===== src/logic/erai_cfg.svh =====
// Offsets, reset values and sizes of the extended RAM indirect access block
`ifndef ERAI_CFG_SVH
`define ERAI_CFG_SVH

`define ERAI_BUS_AW          8
`define ERAI_RAM_AW          8
`define ERAI_RAM_DEPTH       256
`define ERAI_OFS_ADDR_LATCH  8'h10
`define ERAI_OFS_DATA_PORT   8'h13
`define ERAI_LATCH_RST       8'h00
`define ERAI_RD_UNMAPPED     8'h00
`define ERAI_ADDR_STEP       8'h01

`endif


===== src/logic/erai_pkg.sv =====
// Types shared by the extended RAM indirect access block
package erai_pkg;

  typedef logic [7:0] erai_byte_t;
  typedef logic [7:0] erai_bus_addr_t;

  // Gray coded along idle -> read -> write
  typedef enum logic [1:0] {
    ERAI_IDLE = 2'b00,
    ERAI_RD   = 2'b01,
    ERAI_WR   = 2'b11
  } erai_state_e;

endpackage


===== src/logic/erai_ram.sv =====
// 256 x 8 extended memory with one synchronous read and write port
`timescale 1ns/100ps
`include "erai_cfg.svh"

module erai_ram (
  input  wire logic                 ref_clk_in,
  input  wire logic                 we_in,
  input  wire logic [7:0]           addr_in,
  input  wire erai_pkg::erai_byte_t wdata_in,
  output erai_pkg::erai_byte_t      rdata_out
);
  import erai_pkg::*;

  erai_byte_t mem_reg [`ERAI_RAM_DEPTH];
  erai_byte_t rdata_reg;

  // Read returns the old byte when the same cell is written in that cycle
  always_ff @(posedge ref_clk_in) begin
    if (we_in) begin
      mem_reg[addr_in] <= wdata_in;
    end
    rdata_reg <= mem_reg[addr_in];
  end

  assign rdata_out = rdata_reg;

endmodule


===== src/logic/erai_top.sv =====
// Extended RAM indirect access on the byte-wide asynchronous host bus
`timescale 1ns/100ps
`include "erai_cfg.svh"

module erai_top (
  input  wire logic                    ref_clk_in,
  input  wire logic                    rst_in,
  input  wire logic                    ce_n_in,
  input  wire logic                    oe_n_in,
  input  wire logic                    we_n_in,
  input  wire erai_pkg::erai_bus_addr_t bus_addr_in,
  input  wire erai_pkg::erai_byte_t    bus_data_in,
  input  wire logic                    auto_increment_enable_in,
  output erai_pkg::erai_byte_t         bus_data_out,
  output logic                         bus_data_oe_out,
  output erai_pkg::erai_byte_t         ext_addr_out
);
  import erai_pkg::*;

  erai_state_e    state_reg;
  erai_state_e    state_next;
  erai_bus_addr_t acc_addr_reg;
  erai_byte_t     wdata_reg;
  erai_byte_t     latch_reg;
  erai_byte_t     latch_next;
  erai_byte_t     rd_reg;
  erai_byte_t     rd_next;
  logic           oe_reg;
  erai_byte_t     ram_q;

  wire access_act = !ce_n_in && (!oe_n_in || !we_n_in);
  wire is_wr      = access_act && !we_n_in;
  // Chip select rising, or both oe_n_in and we_n_in high, ends the access that was under way
  wire end_pulse  = (state_reg != ERAI_IDLE) && !access_act;
  wire wr_done    = end_pulse && (state_reg == ERAI_WR);
  wire hit_latch  = (acc_addr_reg == `ERAI_OFS_ADDR_LATCH);
  wire hit_data   = (acc_addr_reg == `ERAI_OFS_DATA_PORT);
  wire load_latch = wr_done && hit_latch;
  wire do_inc     = end_pulse && hit_data
                    && auto_increment_enable_in;
  wire ram_we     = wr_done && hit_data;
  wire reading    = (state_reg == ERAI_RD) && access_act;

  // Chip select or both strobes high returns the machine to idle; we_n_in rising with oe_n_in low goes to read
  always_comb begin
    state_next = state_reg;
    case (state_reg)
      ERAI_IDLE: begin
        if (access_act) begin
          state_next = is_wr ? ERAI_WR : ERAI_RD;
        end
      end
      ERAI_RD: begin
        if (!access_act) begin
          state_next = ERAI_IDLE;
        end else if (is_wr) begin
          state_next = ERAI_WR;
        end
      end
      ERAI_WR: begin
        if (!access_act) begin
          state_next = ERAI_IDLE;
        end else if (!is_wr) begin
          state_next = ERAI_RD;
        end
      end
      default: begin
        state_next = ERAI_IDLE;
      end
    endcase
  end

  // 8-bit add rolls FFh over to 00h
  assign latch_next = load_latch ? wdata_reg :
                      do_inc     ? latch_reg + `ERAI_ADDR_STEP :
                                   latch_reg;

  assign rd_next = hit_data  ? ram_q     :
                   hit_latch ? latch_reg : `ERAI_RD_UNMAPPED;

  erai_ram u_ram (
    .ref_clk_in (ref_clk_in),
    .we_in      (ram_we),
    .addr_in    (latch_reg),
    .wdata_in   (wdata_reg),
    .rdata_out  (ram_q)
  );

  always_ff @(posedge ref_clk_in or posedge rst_in) begin
    if (rst_in) begin
      state_reg <= ERAI_IDLE;
      latch_reg <= `ERAI_LATCH_RST;
    end else begin
      state_reg <= state_next;
      latch_reg <= latch_next;
    end
  end

  // Address and data are held from the last cycle before the strobe rose
  always_ff @(posedge ref_clk_in or posedge rst_in) begin
    if (rst_in) begin
      acc_addr_reg <= 8'h00;
      wdata_reg    <= 8'h00;
    end else if (access_act) begin
      acc_addr_reg <= bus_addr_in;
      wdata_reg    <= bus_data_in;
    end
  end

  always_ff @(posedge ref_clk_in or posedge rst_in) begin
    if (rst_in) begin
      rd_reg <= 8'h00;
      oe_reg <= 1'b0;
    end else begin
      rd_reg <= rd_next;
      oe_reg <= reading;
    end
  end

  assign bus_data_out    = rd_reg;
  assign bus_data_oe_out = oe_reg;
  assign ext_addr_out    = latch_reg;
endmodule


===== config.mk =====
export PLATFORM = sky130hd
export DESIGN_NAME = erai_top
export DESIGN_NICKNAME = d
export VERILOG_FILES = /design/src/logic/erai_pkg.sv /design/src/logic/erai_ram.sv /design/src/logic/erai_top.sv
export VERILOG_INCLUDE_DIRS = /design/src /design/src/logic
export SDC_FILE = /design/constraint.sdc
export NUM_CORES = 2
export LEC_CHECK = 0
export BUFFER_PORTS_ARGS = -buffer_cell sky130_fd_sc_hd__buf_2
export CORE_MARGIN = 2
export CORE_UTILIZATION = 55
export CTS_CLUSTER_DIAMETER = 100
export DETAILED_ROUTE_END_ITERATION = 7
export PLACE_DENSITY_LB_ADDON = 0.1
export SYNTH_ARGS = -nofsm -noshare
export SYNTH_HDL_FRONTEND = slang
export SYNTH_SLANG_ARGS = --single-unit

===== constraint.sdc =====
create_clock -name ref_clk_in -period 3.8 [get_ports ref_clk_in]
set_input_delay 0.38 -clock ref_clk_in [delete_from_list [all_inputs] [get_ports ref_clk_in]]
set_output_delay 0.38 -clock ref_clk_in [all_outputs]
set_load 0.05 [all_outputs]

Yosys cells after proc, flatten, opt, wreduce, memory -nomap -nowiden
Memories as Yosys holds them, arrays and structs flattened. A register that Yosys moved wholly into a read port is not among the register bits.
Cells that the tools add are included.

cells by class
  $add $sub $neg = 1
  eq/ne operators = 7
  muxes and demuxes = 13
  reduce and logical (&&, ||, !) cells = 18

operator list
  kind                                                                    count
  8-bit 2-to-1 mux                                                        4
  8-bit by 5-bit equality test with 1-bit output (second input constant)  2
  2-bit 2-to-1 mux                                                        6
  1-bit logical AND                                                       9
  8-bit by 1-bit adder with 8-bit output (second input constant)          1
  3-bit != test (second input constant)                                   2
  2-bit one-hot mux with 3 select lines                                   1
  1-bit zero test                                                         4
  2-bit nonzero test                                                      2
  3-bit AND reduction                                                     1
  2-bit by 1-bit equality test with 1-bit output (second input constant)  1
  2-bit equality test (second input constant)                             1
  2-bit zero test                                                         1
  1-bit 2-to-1 mux                                                        2
  2-bit != test (second input constant)                                   1
  1-bit logical OR                                                        1

word-level totals
  bits in registers = 35
  RAM bits = 2048
  input bits = 22
  output and inout port bits = 17
  word-level logic and storage cells = 46
  memories kept = 1

memory list
  memory         depth  bits a word  rd ports  clocked after Yosys merged registers in  wr ports  RTL line        text
  u_ram.mem_reg  256    8            1         1                                        1         erai_ram.sv:14  erai_byte_t mem_reg [`ERAI_RAM_DEPTH];

Longest topological paths before layout
  depth after elaboration = 9
  gate-level depth with buffers = 10
  gate-level depth less buffers = 5

Hierarchy
Synthesis repeated with hierarchy kept, for this count alone.

second synthesis, totals
  cell total of the unflattened synthesis = 3701
  area total of the unflattened synthesis = 80050.5 um^2

by module, submodules not included
  module    times used  cells an instance  area each (um^2)  sequential area each (um^2)
  erai_ram  1           3547               78492.8           61659.1
  erai_top  1           154                1557.7            875.8

Least setup slack after synthesis
Ideal clock, no wire load.

  path type = register to register
  from = register wdata_reg[5]
  to = memory u_ram.mem_reg[0][5] (netlist name) (data pin)
  library setup time = 0.806 ns
  data arrival time = 3.195 ns
  required time = 2.994 ns
  path slack = -0.201 ns
  stages on the path, launching flop included = 1
  buffers on the path = 0
  clock period less this slack = 4.001 ns
  cells stage by stage = dfrtp_1

RTL lines
  item                    RTL line         text
  from (decl)             erai_top.sv:23   erai_byte_t wdata_reg;
  from (signal assigned)  erai_top.sv:106  wdata_reg <= bus_data_in;
  to (decl)               erai_ram.sv:14

Straight into the memory's write port.

==> impl_metrics.csv <==
group,metric,value,unit
synth,syn-num-nets,3679,
placement,dp_cells,5693,
power,p_int,38.6,mW
synth,yosysSeqAreaShare,78.4,%
outcome,run_status,"complete, no violations",
floorplan,start_util,55.5,%
power,comb_power_share,4.7,%
synth,yosys_warnings,0,
critical_path,arrival,4.38,ns
timing,worst_pin_slew,1.31,ns
synth,synth.distinct_cells,42,
critical_path,crit_path_start_kind,"flip-flop",
finish,fillers,9438,
critical_path,crit_path_end_kind,"flip-flop",
timing,rsz0062_at_grt,"false",
power,pwr_density_cell,533,nW/um^2
critical_path,critPathMaxFanout,30,
finish,regArea,62600,sq um
clocking,h-tree-depth,4,
clocking,clkTransAtPathRegs,0.06,ns
detailed_routing,first_iter_violations,4893,
run,cap_viol_max_count,0,
power,p_leak,28.1,nW
finish,final_util,63.6,%
finish,antenna_cells,0,
detailed_routing,vias,39400,
timing,hold_violations,0,
power,power,48.8,mW
global_routing,antenna_found_initial,3,
critical_path,r2r_slack,0.08,ns
placement,gp_congestion,0.841,
detailed_routing,drc,0,
timing,fin_crit,3.72,ns
min_path,holdCritPathClass,"input pin to flip-flop",
finish,stdcell_count,6093,
floorplan,die_w,385,um
clocking,cts-root-buf,"clkbuf_16",
floorplan,dieHeight,385,um
timing,period_share,97.9,%
floorplan,ios,39,
detailed_routing,wl,194000,um
finish,syn2layout_area_growth,14.7,%
placement,dpl.hpwl,117000,um
clocking,numCtsBuffers,203,
finish,drive_gt1_share,29.4,%
global_routing,gr-total-overflow,0,
power,ir_drop,0.476,mV
global_routing,grt_max_degree,120,
synth,syn-cell-area,79800,sq um
floorplan,rows,139,
timing,setup_viol,0,
synth,synthCells,3653,
clocking,cts.sinks,2091,
critical_path,critPathKind,"flip-flop to flip-flop",
critical_path,crit_required,4.46,ns
detailed_routing,drt_first_pass_iters,6,
finish,final_nets,4039,
clocking,clk_latency,0.83,ns
timing,max_clock_freq,269,MHz
detailed_routing,viasPerCell,6.46,
finish,largest_register_ffs,2048,
finish,multi_input_area,16300,sq um
global_routing,grt_usage,26.6,%
detailed_routing,ant_nets,0,
placement,io_buffers,38,
timing,relSlewSlack,12.2,%
power,pwr-share-seq,53.8,%
power,clkPwrFrac,41.5,%
synth,avgSynthCellArea,21.8,sq um
floorplan,dieArea,148000,sq um
global_routing,grt_pass1_wl,281000,um
global_routing,grt_pass1_vias,39800,
power,power.switching,10.2,mW
timing,slew_viol_final,0,
timing,finClkSkew,0.0303,ns
clocking,cts_tree,"done",
power,swShare,20.9,%
clocking,cts_buffer_depth,3,
synth,ys_seq_elements,2091,
floorplan,core,144000,sq um
detailed_routing,wire_per_inst,31.8,um
==> cells by family (layout without fill, tap and decap cells) <==
family / count (synthesis) / after routing / share of synthesized area [%]
flops: 2091 / 2091 / 78.4
mux: 528 / 528 / 14.7
compound gates: 442 / 442 / 3.80
simple gates: 349 / 349 / 1.82
buf+inv: 237 / 774 / 1.21
fa+ha+maj: 4 / 4 / 0.0628
xor+xnor: 2 / 2 / 0.0220
==> synth_stat cells <==
master / number / area share, %
a22oi_1: 257 / 2.4
or2_2: 1 / 0.0078
nor3_2: 1 / 0.013
o21ai_0: 5 / 0.031
mux2_2: 16 / 0.23
nand2b_1: 2 / 0.016
nand4_1: 9 / 0.071
and3_1: 5 / 0.039
nand2_2: 4 / 0.031
a311oi_1: 1 / 0.011
a221o_1: 2 / 0.025
dfxtp_1: 8 / 0.20
nand3_1: 4 / 0.025
xor2_1: 1 / 0.011
and2_0: 1 / 0.0078
nor3b_4: 1 / 0.024
nor3_1: 3 / 0.019
ha_1: 4 / 0.063
buf_1: 11 / 0.052
a22o_1: 8 / 0.088
o21ai_1: 1 / 0.0063
clkbuf_1: 157 / 0.74
nor2b_1: 4 / 0.031
or4bb_1: 1 / 0.014
nor3b_1: 1 / 0.0094
a21boi_0: 1 / 0.0094
nand2_1: 38 / 0.18
or4_1: 1 / 0.0094
inv_1: 8 / 0.038
a32oi_1: 1 / 0.011
xnor2_1: 1 / 0.011
edfxtp_1: 2048 / 77
o41ai_1: 32 / 0.35
buf_2: 61 / 0.38
nor2_1: 264 / 1.2
dfrtp_1: 35 / 1.1
mux4_2: 512 / 14
a21o_1: 1 / 0.0094
or4_4: 1 / 0.014
and2_1: 3 / 0.024
a21oi_1: 133 / 0.83
nor4_1: 5 / 0.039
==> repair_timing <==
action | 4_1_cts | 5_1_grt
buffers inserted | 0 | 0
setup endpoints to repair | 1 | 3
pin swaps | 0 | 0
gates resized for setup | 1 | 3
hold buffers | 18 | 0
hold endpoints to repair | 52 | 0
==> worst max-delay path: stages (launching register included) <==
cell     delay, ns
dfrtp_4       0.49
buf_12        0.23
buf_12        0.29
mux4_2        0.54
a22oi_1       0.39
a21oi_1       0.24
o41ai_1       1.18
nand4_1       0.16
==> power by group through the flow <==
stage	combinational, mW	clock [mW]	sequential (mW)
global route	2.45	21.4	26.3
detailed placement	2.31	0	26.7
finish	2.29	20.2	26.3
CTS	2.33	20.5	26.3
floorplan	1.00	0	27.0
global placement	2.23	0	26.7
==> cells in the final DEF (no fill, tap or decap), types with 7 or more instances in the layout <==
| master | n |
|---|---|
| nand4_1 | 9 |
| mux4_2 | 512 |
| clkinvlp_4 | 14 |
| clkinv_1 | 41 |
| dfxtp_1 | 8 |
| inv_1 | 7 |
| clkinv_2 | 41 |
| o41ai_1 | 27 |
| clkbuf_1 | 35 |
| a21oi_1 | 132 |
| nand2_1 | 38 |
| clkbuf_16 | 210 |
| mux2_2 | 16 |
| a22oi_1 | 257 |
| dfrtp_1 | 25 |
| buf_2 | 39 |
| dlygate4sd3_1 | 18 |
| buf_12 | 42 |
| bufinv_16 | 23 |
| nor2_1 | 263 |
| dfrtp_4 | 10 |
| edfxtp_1 | 2048 |
| a22o_1 | 8 |
| clkbuf_8 | 11 |
| buf_4 | 285 |
==> metrics by stage <==
step	setup TNS (ns)	hold slack, ns	area (sq um)	worst slack, ns
floorplan	0	0.427	79800	0.725
global placement	-0.141	0.488	84400	-0.131
detailed placement	0	0.495	84500	0.0352
CTS	0	0.147	91400	0.0745
global route	0	0.210	91500	0.00341
finish	0	0.223	91500	0.0793
==> layer usage <==
layer	global-route usage (%)	vias to the layer above	part of all wire (%)
met5	0	-	0
met2	41.7	1980	48
met3	4.74	301	8.8
met1	39.0	20900	40
met4	7.86	0	2.7
li1	-	16200	-
==> layout make-up <==
class | instances | share of cell area [%]
well taps | 1903 | 2.60
multi-input cells | 1325 | 17.9
clock buffers | 256 | 6.05
clock inverters | 126 | 1.37
inverters | 8 | 0.0328
flip-flops and latches | 2091 | 68.4
repair buffers | 384 | 3.67
==> final timing paths <==
check,start,to,depth (start not counted)
worst min-delay path,ce_n_in,state_reg[0],4
max in group asynchronous,rst_in,ext_addr_out[1],3
min in group asynchronous,rst_in,wdata_reg[4],3
worst max-delay path,ext_addr_out[0],u_ram.rdata_out[4],7
worst min register to register,acc_addr_reg[3],acc_addr_reg[3],1
worst max register to register,ext_addr_out[0],u_ram.rdata_out[4],7
(Power assumes the default switching activity.)
